==> config.mk <==
export PLATFORM = sky130hd
export DESIGN_NAME = pause_frame_classify_generate
export DESIGN_NICKNAME = d
export VERILOG_FILES = /design/src/common/pause_ctrl_pkg.sv /design/src/rtl/pause_frame_classify_generate.sv
export SDC_FILE = /design/constraint.sdc
export NUM_CORES = 2
export LEC_CHECK = 0
export ABC_AREA = 1
export ABC_CLOCK_PERIOD_IN_PS = 7500
export BUFFER_PORTS_ARGS = -buffer_cell sky130_fd_sc_hd__buf_2
export CAP_MARGIN = 20
export CORE_ASPECT_RATIO = 0.6
export CORE_MARGIN = 2
export CORE_UTILIZATION = 46
export DETAILED_ROUTE_END_ITERATION = 8
export PLACE_DENSITY_LB_ADDON = 0.05
export SYNTH_ARGS = -nofsm -noshare
export SYNTH_HDL_FRONTEND = slang
export SYNTH_SLANG_ARGS = --single-unit
==> constraint.sdc <==
create_clock -name mclk -period 7.5 [get_ports mclk]
set_clock_uncertainty 0.2 [all_clocks]
set_input_delay 1.125 -clock mclk [delete_from_list [all_inputs] [get_ports mclk]]
set_output_delay 1.125 -clock mclk [all_outputs]
set_load 0.01 [all_outputs]
==> src/common/pause_ctrl_pkg.sv <==
/*
  Constants, register map and carrier types for the pause and MAC-control
  frame classifier and pause header generator.
  Assumes a single clock domain and a plain register port with 32-bit data.
*/
package pause_ctrl_pkg;

  // ==========================================================================
  // Register bus and beat geometry
  // ==========================================================================
  localparam int ADDR_W  = 8;
  localparam int DATA_W  = 32;
  localparam int BEAT_W  = 256;
  localparam int NCFG    = 21;
  localparam int ACK_W   = 9;

  // Byte addresses of the configuration words and the status word; index is address / 4.
  localparam logic [ADDR_W-1:0] OFS_CTRL          = 8'h00;
  localparam logic [ADDR_W-1:0] OFS_RX_GC_ETYPE   = 8'h04;
  localparam logic [ADDR_W-1:0] OFS_RX_GC_RANGE   = 8'h08;
  localparam logic [ADDR_W-1:0] OFS_RX_PC_ETYPE   = 8'h0c;
  localparam logic [ADDR_W-1:0] OFS_RX_PC_RANGE   = 8'h10;
  localparam logic [ADDR_W-1:0] OFS_RX_GP         = 8'h14;
  localparam logic [ADDR_W-1:0] OFS_RX_PP         = 8'h18;
  localparam logic [ADDR_W-1:0] OFS_RX_MCAST_LO   = 8'h1c;
  localparam logic [ADDR_W-1:0] OFS_RX_MCAST_HI   = 8'h20;
  localparam logic [ADDR_W-1:0] OFS_RX_UCAST_LO   = 8'h24;
  localparam logic [ADDR_W-1:0] OFS_RX_UCAST_HI   = 8'h28;
  localparam logic [ADDR_W-1:0] OFS_TX_GP         = 8'h2c;
  localparam logic [ADDR_W-1:0] OFS_TX_GP_DEST_LO = 8'h30;
  localparam logic [ADDR_W-1:0] OFS_TX_GP_DEST_HI = 8'h34;
  localparam logic [ADDR_W-1:0] OFS_TX_GP_SRC_LO  = 8'h38;
  localparam logic [ADDR_W-1:0] OFS_TX_GP_SRC_HI  = 8'h3c;
  localparam logic [ADDR_W-1:0] OFS_TX_PP         = 8'h40;
  localparam logic [ADDR_W-1:0] OFS_TX_PP_DEST_LO = 8'h44;
  localparam logic [ADDR_W-1:0] OFS_TX_PP_DEST_HI = 8'h48;
  localparam logic [ADDR_W-1:0] OFS_TX_PP_SRC_LO  = 8'h4c;
  localparam logic [ADDR_W-1:0] OFS_TX_PP_SRC_HI  = 8'h50;
  localparam logic [ADDR_W-1:0] OFS_STATUS        = 8'h54;

  // ==========================================================================
  // Field positions
  // ==========================================================================
  localparam int CTRL_WAIT_BIT = 0;
  localparam int CTRL_FWD_BIT  = 1;
  localparam int CLS_GC        = 0;
  localparam int CLS_PC        = 1;
  localparam int CLS_GP        = 2;
  localparam int CLS_PP        = 3;
  localparam int ACK_GLOBAL    = 8;

  // ==========================================================================
  // Reset values
  // ==========================================================================
  localparam logic [15:0] DEF_ETYPE     = 16'h8808;
  localparam logic [15:0] DEF_OP_LOW    = 16'h0000;
  localparam logic [15:0] DEF_OP_HIGH   = 16'hffff;
  localparam logic [15:0] DEF_GP_OP     = 16'h0001;
  localparam logic [15:0] DEF_PP_OP     = 16'h0101;
  localparam logic [47:0] DEF_MCAST     = 48'h0180c2000001;
  localparam logic [47:0] DEF_UCAST     = 48'h000000000000;
  localparam logic [47:0] DEF_SRC       = 48'h000000000000;
  localparam logic        DEF_WAIT      = 1'b1;
  localparam logic        DEF_FWD       = 1'b0;
  localparam logic [15:0] ZERO16        = 16'h0000;

  localparam logic [NCFG-1:0][DATA_W-1:0] CFG_RESET = {
    ZERO16, DEF_SRC[47:32], DEF_SRC[31:0],
    ZERO16, DEF_MCAST[47:32], DEF_MCAST[31:0], DEF_ETYPE, DEF_PP_OP,
    ZERO16, DEF_SRC[47:32], DEF_SRC[31:0],
    ZERO16, DEF_MCAST[47:32], DEF_MCAST[31:0], DEF_ETYPE, DEF_GP_OP,
    ZERO16, DEF_UCAST[47:32], DEF_UCAST[31:0],
    ZERO16, DEF_MCAST[47:32], DEF_MCAST[31:0],
    DEF_ETYPE, DEF_PP_OP, DEF_ETYPE, DEF_GP_OP,
    DEF_OP_HIGH, DEF_OP_LOW, ZERO16, DEF_ETYPE,
    DEF_OP_HIGH, DEF_OP_LOW, ZERO16, DEF_ETYPE,
    30'h00000000, DEF_FWD, DEF_WAIT
  };

  // ==========================================================================
  // Carrier types
  // ==========================================================================
  typedef struct packed {
    logic              valid;
    logic              sop;
    logic              eop;
    logic [BEAT_W-1:0] data;
  } beat_t;

  typedef struct packed {
    logic [47:0] dest;
    logic [47:0] source;
    logic [15:0] ethertype;
    logic [15:0] opcode;
  } pause_hdr_t;

  typedef struct packed {
    logic [ADDR_W-1:0] addr;
    logic [DATA_W-1:0] wdata;
    logic              wstrobe;
    logic              rstrobe;
  } reg_req_t;

  typedef struct packed {
    logic [NCFG-1:0][DATA_W-1:0] cfg;
    logic [DATA_W-1:0]           rdata;
    beat_t                       rx_out;
    logic                        drop_held;
    logic [ACK_W-1:0]            pause_req;
    logic [3:0]                  rx_class;
    logic [15:0]                 drop_count;
  } state_t;

endpackage : pause_ctrl_pkg

==> src/rtl/pause_frame_classify_generate.sv <==
/*
  Pause and MAC-control frame classifier for the receive path and header
  field source for generated global and priority pause frames.
  Assumes beats are synchronous to mclk, the first beat of a frame carries
  the first 32 bytes with byte 0 in the top bits, and software holds the
  configuration stable while frames flow.
*/
// Functional notes
// RL1: Global control ethertype is configurable, reset 0x8808.
// RL2: Configurable multicast destination is accepted for pause processing, reset 01-80-C2-00-00-01.
// RL3: Priority control ethertype is configurable, reset 0x8808.
// RL4: Priority control opcode must be at or above a lower bound, reset zero.
// RL5: Priority control opcode must be at or below an upper bound, reset all ones.
// RL6: Global pause ethertype is configurable, reset 0x8808.
// RL7: Global pause opcode must equal configurable value, reset 0x0001.
// RL8: Priority pause ethertype is configurable, reset 0x8808.
// RL9: Priority pause opcode must equal configurable value, reset 0x0101.
// RL10: With acknowledge wait on, requests hold until the 9-bit acknowledge; off, it is ignored.
// RL11: With forwarding on, control frames pass to the user side.
// RL12: With forwarding off, the reset state, control frames are dropped.
// RL13: Generated global pause destination is configurable, reset 01-80-C2-00-00-01.
// RL14: Generated global pause source is configurable, reset zero.
// RL15: Generated global pause ethertype is configurable, reset 0x8808.
// RL16: Generated global pause opcode is configurable, reset 0x0001.
// RL17: Generated priority pause destination is configurable, reset 01-80-C2-00-00-01.
// RL18: Generated priority pause source is configurable, reset zero.
// RL19: Generated priority pause ethertype is configurable, reset 0x8808.
// RL20: Generated priority pause opcode is configurable, reset 0x0101.
// RL21: Configurable unicast destination is also accepted, reset zero.
// RL22: Global control opcode must be at or above a lower bound, reset zero.
// RL23: Global control opcode must be at or below an upper bound, reset all ones.
// RL24: A class needs destination, ethertype and opcode all matching together.
// RL25: All settings reset to defaults and are held until software rewrites them.
`timescale 1ns/1ps

module pause_frame_classify_generate (
  input  wire logic                                  mclk,
  input  wire logic                                  rst_b,
  input  wire pause_ctrl_pkg::reg_req_t              reg_req,
  output logic        [pause_ctrl_pkg::DATA_W-1:0]   reg_rdata,
  input  wire pause_ctrl_pkg::beat_t                 rx_in,
  output pause_ctrl_pkg::beat_t                      rx_out,
  output logic        [3:0]                          rx_class,
  output logic        [pause_ctrl_pkg::ACK_W-1:0]    rx_pause_req,
  input  wire logic   [pause_ctrl_pkg::ACK_W-1:0]    rx_pause_ack_in,
  output pause_ctrl_pkg::pause_hdr_t                 tx_global_pause_hdr,
  output pause_ctrl_pkg::pause_hdr_t                 tx_priority_pause_hdr
);
  import pause_ctrl_pkg::*;

  // ==========================================================================
  // Helpers
  // ==========================================================================
  function automatic logic [DATA_W-1:0] write_mask(input logic [ADDR_W-1:0] a);
    case (a)
      OFS_CTRL:          write_mask = 32'h00000003;
      OFS_RX_GC_ETYPE,
      OFS_RX_PC_ETYPE,
      OFS_RX_MCAST_HI,
      OFS_RX_UCAST_HI,
      OFS_TX_GP_DEST_HI,
      OFS_TX_GP_SRC_HI,
      OFS_TX_PP_DEST_HI,
      OFS_TX_PP_SRC_HI:  write_mask = 32'h0000ffff;
      default:           write_mask = 32'hffffffff;
    endcase
  endfunction : write_mask

  function automatic logic in_range(input logic [15:0] v, input logic [15:0] lo, input logic [15:0] hi);
    in_range = (v >= lo) && (v <= hi);
  endfunction : in_range

  function automatic logic [47:0] addr48(input logic [DATA_W-1:0] hi, input logic [DATA_W-1:0] lo);
    addr48 = {hi[15:0], lo};
  endfunction : addr48

  // ==========================================================================
  // State
  // ==========================================================================
  state_t state;
  state_t next_state;

  logic [NCFG-1:0][DATA_W-1:0] cfg;
  logic                        wait_ack;
  logic                        forward_ctrl;
  logic [15:0]                 rx_global_ctrl_ethertype;
  logic [15:0]                 rx_global_ctrl_opcode_low;
  logic [15:0]                 rx_global_ctrl_opcode_high;
  logic [15:0]                 rx_priority_ctrl_ethertype;
  logic [15:0]                 rx_priority_ctrl_opcode_low;
  logic [15:0]                 rx_priority_ctrl_opcode_high;
  logic [15:0]                 rx_global_pause_ethertype;
  logic [15:0]                 rx_global_pause_opcode;
  logic [15:0]                 rx_priority_pause_ethertype;
  logic [15:0]                 rx_priority_pause_opcode;
  logic [47:0]                 rx_pause_multicast_dest;
  logic [47:0]                 rx_pause_unicast_dest;

  assign cfg = state.cfg;

  // ==========================================================================
  // Configuration fields
  // ==========================================================================
  assign wait_ack                     = cfg[OFS_CTRL >> 2][CTRL_WAIT_BIT];
  assign forward_ctrl                 = cfg[OFS_CTRL >> 2][CTRL_FWD_BIT];
  assign rx_global_ctrl_ethertype     = cfg[OFS_RX_GC_ETYPE >> 2][15:0];
  assign rx_global_ctrl_opcode_low    = cfg[OFS_RX_GC_RANGE >> 2][15:0];
  assign rx_global_ctrl_opcode_high   = cfg[OFS_RX_GC_RANGE >> 2][31:16];
  assign rx_priority_ctrl_ethertype   = cfg[OFS_RX_PC_ETYPE >> 2][15:0];
  assign rx_priority_ctrl_opcode_low  = cfg[OFS_RX_PC_RANGE >> 2][15:0];
  assign rx_priority_ctrl_opcode_high = cfg[OFS_RX_PC_RANGE >> 2][31:16];
  assign rx_global_pause_ethertype    = cfg[OFS_RX_GP >> 2][31:16];
  assign rx_global_pause_opcode       = cfg[OFS_RX_GP >> 2][15:0];
  assign rx_priority_pause_ethertype  = cfg[OFS_RX_PP >> 2][31:16];
  assign rx_priority_pause_opcode     = cfg[OFS_RX_PP >> 2][15:0];
  assign rx_pause_multicast_dest      = addr48(cfg[OFS_RX_MCAST_HI >> 2], cfg[OFS_RX_MCAST_LO >> 2]);
  assign rx_pause_unicast_dest        = addr48(cfg[OFS_RX_UCAST_HI >> 2], cfg[OFS_RX_UCAST_LO >> 2]);

  // ==========================================================================
  // Transmit pause header fields
  // ==========================================================================
  assign tx_global_pause_hdr.dest        = addr48(cfg[OFS_TX_GP_DEST_HI >> 2], cfg[OFS_TX_GP_DEST_LO >> 2]); // RL13
  assign tx_global_pause_hdr.source      = addr48(cfg[OFS_TX_GP_SRC_HI >> 2], cfg[OFS_TX_GP_SRC_LO >> 2]); // RL14
  assign tx_global_pause_hdr.ethertype   = cfg[OFS_TX_GP >> 2][31:16]; // RL15
  assign tx_global_pause_hdr.opcode      = cfg[OFS_TX_GP >> 2][15:0]; // RL16
  assign tx_priority_pause_hdr.dest      = addr48(cfg[OFS_TX_PP_DEST_HI >> 2], cfg[OFS_TX_PP_DEST_LO >> 2]); // RL17
  assign tx_priority_pause_hdr.source    = addr48(cfg[OFS_TX_PP_SRC_HI >> 2], cfg[OFS_TX_PP_SRC_LO >> 2]); // RL18
  assign tx_priority_pause_hdr.ethertype = cfg[OFS_TX_PP >> 2][31:16]; // RL19
  assign tx_priority_pause_hdr.opcode    = cfg[OFS_TX_PP >> 2][15:0]; // RL20

  // ==========================================================================
  // Receive header fields and classification
  // ==========================================================================
  logic [47:0] frame_dest;
  logic [15:0] frame_etype;
  logic [15:0] frame_opcode;
  logic [7:0]  frame_enables;
  logic        dest_ok;
  logic [3:0]  hit;
  logic        is_sop;
  logic        drop_now;

  assign frame_dest    = rx_in.data[BEAT_W-1 -: 48];
  assign frame_etype   = rx_in.data[BEAT_W-97 -: 16];
  assign frame_opcode  = rx_in.data[BEAT_W-113 -: 16];
  assign frame_enables = rx_in.data[BEAT_W-137 -: 8];

  assign dest_ok = (frame_dest == rx_pause_multicast_dest) || (frame_dest == rx_pause_unicast_dest); // RL2 RL21

  // Every class demands the destination, ethertype and opcode together.
  assign hit[CLS_GC] = dest_ok && (frame_etype == rx_global_ctrl_ethertype) // RL1 RL24
                       && in_range(frame_opcode, rx_global_ctrl_opcode_low, rx_global_ctrl_opcode_high); // RL22 RL23
  assign hit[CLS_PC] = dest_ok && (frame_etype == rx_priority_ctrl_ethertype) // RL3 RL24
                       && in_range(frame_opcode, rx_priority_ctrl_opcode_low, rx_priority_ctrl_opcode_high); // RL4 RL5
  assign hit[CLS_GP] = dest_ok && (frame_etype == rx_global_pause_ethertype) // RL6 RL24
                       && (frame_opcode == rx_global_pause_opcode); // RL7
  assign hit[CLS_PP] = dest_ok && (frame_etype == rx_priority_pause_ethertype) // RL8 RL24
                       && (frame_opcode == rx_priority_pause_opcode); // RL9

  assign is_sop   = rx_in.valid && rx_in.sop;
  assign drop_now = is_sop ? ((|hit) && !forward_ctrl) : state.drop_held; // RL11 RL12

  // ==========================================================================
  // Next state
  // ==========================================================================
  always_comb begin
    logic [ADDR_W-1:0]  idx;
    logic [DATA_W-1:0]  mask;
    logic [ACK_W-1:0]   set_req;
    logic [ACK_W-1:0]   held_req;
    idx        = reg_req.addr >> 2;
    mask       = write_mask(reg_req.addr);
    set_req    = '0;
    held_req   = '0;
    next_state = state;

    // Register writes; the status word and unmapped addresses are ignored.
    if (reg_req.wstrobe && (reg_req.addr[1:0] == 2'b00) && (idx < ADDR_W'(NCFG))) begin
      next_state.cfg[idx[4:0]] = reg_req.wdata & mask; // RL25
    end

    // Read data stand only in the cycle after the read strobe.
    next_state.rdata = '0;
    if (reg_req.rstrobe && (reg_req.addr[1:0] == 2'b00)) begin
      if (idx < ADDR_W'(NCFG)) begin
        next_state.rdata = state.cfg[idx[4:0]];
      end else if (reg_req.addr == OFS_STATUS) begin
        next_state.rdata = {state.drop_count, 3'b000, state.pause_req, state.rx_class};
      end
    end

    // Receive path: one beat of latency, dropped beats leave a gap.
    next_state.rx_out       = rx_in;
    next_state.rx_out.valid = rx_in.valid && !drop_now; // RL11 RL12
    if (rx_in.valid) begin
      if (rx_in.eop) begin
        next_state.drop_held = 1'b0;
      end else if (rx_in.sop) begin
        next_state.drop_held = drop_now;
      end
    end
    if (is_sop && drop_now) begin
      next_state.drop_count = state.drop_count + 16'h0001;
    end

    next_state.rx_class = is_sop ? hit : 4'h0;

    // Pause requests: global on the top bit, priority from the enable vector.
    if (is_sop && hit[CLS_GP]) begin
      set_req[ACK_GLOBAL] = 1'b1;
    end
    if (is_sop && hit[CLS_PP]) begin
      set_req[ACK_GLOBAL-1:0] = frame_enables;
    end
    // A new request wins over an acknowledge in the same cycle.
    if (wait_ack) begin
      held_req = state.pause_req & ~rx_pause_ack_in; // RL10
    end
    next_state.pause_req = set_req | held_req; // RL10
  end

  // ==========================================================================
  // State register
  // ==========================================================================
  always_ff @(posedge mclk or negedge rst_b) begin
    if (!rst_b) begin
      state.cfg        <= CFG_RESET; // RL25
      state.rdata      <= '0;
      state.rx_out     <= '0;
      state.drop_held  <= 1'b0;
      state.pause_req  <= '0;
      state.rx_class   <= 4'h0;
      state.drop_count <= 16'h0000;
    end else begin
      state <= next_state;
    end
  end

  // ==========================================================================
  // Outputs
  // ==========================================================================
  assign reg_rdata    = state.rdata;
  assign rx_out       = state.rx_out;
  assign rx_class     = state.rx_class;
  assign rx_pause_req = state.pause_req;

endmodule : pause_frame_classify_generate

==> summary.md <==
| Metric | Value |
|---|---|
| Shortest period the worst path allows | 4.13 ns |
| RSZ-0062 raised after global routing | no |
| CTS sink cnt | 993 |
| Layout Utilization | 51.6% |
| Root Driver | clkbuf_16 |
| Fin Hold WS | 0.233 ns |
| Bufs on Longest Clock Path | 3 |
| Seq cells post-synth | 993 |
| Setup_tns | 0 ns |
| Final setup violating endpoints | 0 |
| Tot Pwr | 12.3 mW |
| Final WS setup | 3.37 ns |
| Top FF cell, synth | dfrtp_1 |
| Endpoints failing hold | 0 |
| Syn Nets | 5392 |
| GRT Residual Overflow | 0 |
| Die ar. | 103000 um2 |
| Max-cap violations | 0 |
| Arrival time at the worst endpoint | 4.54 ns |
| FMAX | 0.242 GHz |
| Fraction of registers with async set/reset | 100% |
| Vias per cell | 5.43 |
| Post-synth EDFFs | 0 |
| Clock Pin Slew Worst Setup and Hold Paths | 0.06 ns |
| Power per cell area | 242 nW/um2 |
| Pre-CTS setup slack | 2.84 ns |
| Post-synth top area share | 49.9% |
| Hpwl dp | 128000 um |
| Post-synthesis sequential area ratio | 54.2% |
| CTS tree | built |
| Area Overhead vs Synth | 10.6% |
| WL per Instance | 26.4 um |
| Die height | 249 um |
| CTS Buf Count | 98 |
| Synth warn | 0 |
| First-pass GRT wire length | 252000 um |
| Global Route Usage Sum | 34.0% |
| Count leader, synth | nand2_1 |
| Initial antenna violation count | 15 |
| Crit path max fanout | 26 |
| Area leader, netlist | dfrtp_1 |
| Leakage power total | 24.9 nW |
| Cell variety after synth | 46 |
| Share of cells above drive strength 1 | 23.0% |
| Total number of vias | 36167 |
| Initial Util | 46.6% |
| Final routed DRC violation total | 0 |
| Syn Area/Cell | 9.17 um2 |
| Nets | 5621 |
| Drt total wl | 176000 um |
| Num ports | 872 |
| Clk_lat worst skew | 0.72 ns |
| Ranking of synthesized cells by area | dfrtp_1 50%, buf_4 9.2%, nand2_1 7.8% |
| Final Non-Filler Cells | 6655 |
| Hold Path Class | primary input to asynchronous set/reset pin |
| CTS resizes | 0 |
| Worst path required time | 7.91 ns |
| Routed Antenna Nets | 0 |
| # rows | 89 |
| Dpl cell area | 47500 um2 |
| Placed insts | 6463 |
| Final Max Tran Viols | 0 |
| Vias in the first global route | 33781 |
| Number of hold buffers added after CTS | 0 |
| Startpoint types | primary input |
| Input/output buffers | 871 |
| H-tree level count | 3 |
| CP Capture Type | flop |
| Final Wtd Congestion | 0.982 |
| Slew Limit Headroom | 26.4% |
| Iteration-0 DRC Markers | 4413 |
| Die Width | 412 um |
| Final Cell Area | 50900 um2 |
| Largest net degree at the start of global routing | 165 |
| Setup Buffers After CTS | 0 |
| Synth cell count leaders | 957 x nand2_1, 918 x dfrtp_1, 584 x o21ai_0, 562 x buf_4, 431 x inv_1 |
| Cells after Synth | 5015 |
| Worst-margin pin slew | 1.10 ns |
| Setup Crit Path Kind | primary input to flop |
| Router iterations before antenna repair | 6 |
| Synthesized area | 46000 um2 |
| Run status | complete, no violations |
| Peak supply drop | 174 uV |
| Core Region | 98700 um2 |
| Fill count | 9399 |
| Period Utilization, post-route | 55.0% |
## placed cells by master (no fill, tap or decap), types with 7 or more instances in the layout
cell,count
a21oi_1,184
a221oi_1,27
a22oi_1,114
a31oi_1,17
buf_12,8
buf_2,870
buf_4,58
bufinv_16,7
clkbuf_1,22
clkbuf_16,98
clkbuf_8,24
clkinv_2,22
dfrtp_1,918
dfstp_2,75
diode_2,8
ha_1,65
inv_1,429
inv_2,13
nand2_1,955
nand3_1,40
nand4_1,46
nor2_1,365
nor2_2,7
nor2_4,11
nor3_1,13
o2111ai_1,22
o21ai_0,584
o21ai_1,10
o221ai_1,20
o22ai_1,81
o31ai_1,8
xnor2_1,121
xor2_1,39
## state kept, by name, summed over array words and instances (netlist names)
signal and count:
state 17, cfg 416, tx_priority_pause_hdr 128, tx_global_pause_hdr 128, rx_out 259, reg_rdata 32, rx_class 4, rx_pause_req 9
## worst max-delay path, cell delays in order
cell and delay [ns]:
buf_2 0.48, inv_2 0.47, nand2_1 0.45, inv_2 0.11, o21ai_0 0.17, o221ai_1 0.13, nand2_1 0.09, nand2_1 0.13
inv_2 0.35, nand2_1 0.57, o21ai_0 0.39
## final cells by class
cell class                      count  area, um2  share of cell area, %
Multi-Input combinational cell   2767      14300                   28.0
Tap cell                         1319       1650                   3.24
Clock buffer                      144       2870                   5.63
Sequential cell                   993      24900                   49.0
Timing Repair Buffer              937       4960                   9.76
Antenna cell                        8       20.0                 0.0394
Clock inverter                     40        477                  0.937
Inverter                          447       1680                   3.31
## worst paths after layout
path                              from                        end  slack [ns]  cells after the start
setup / recovery           reg_req[40]  tx_priority_pause_hdr[17]        3.37                     11
hold / removal                   rst_b                rx_out[179]        0.23                      1
setup reg to reg              cfg[248]                  state[11]        3.92                     15
hold reg to reg               cfg[668]                   cfg[668]        0.27                      2
max in group asynchronous        rst_b                     cfg[9]        5.21                      2
min in group mclk             cfg[668]                   cfg[668]        0.27                      2
## logic make-up after synthesis
group | count (synthesis) | share of synthesized area, %
and+or+nand+nor | 1462 | 12.6
DFF | 993 | 54.2
AOI/OAI and AO/OA | 1080 | 13.3
adders and majority gates | 65 | 1.77
xor gates and xnor gates | 160 | 3.05
buffers and inverters | 1255 | 15.0
## report_power, final
| part | internal (mW) | switching (mW) |
|---|---|---|
| combinational | 0.415 | 0.920 |
| sequential | 5.62 | 0.178 |
| clock | 2.91 | 2.26 |
| total | 8.95 | 3.36 |
## per-layer routing
metal / global-route usage [%] / wire [um] / vias up
met4: 7.92 / 4150 / 4
met5: 0 / 26 / -
met2: 47.3 / 73800 / 1821
met3: 9.18 / 17900 / 223
met1: 52.4 / 80000 / 17931
li1: - / - / 16188
Power figures use the tool's default switching activity.
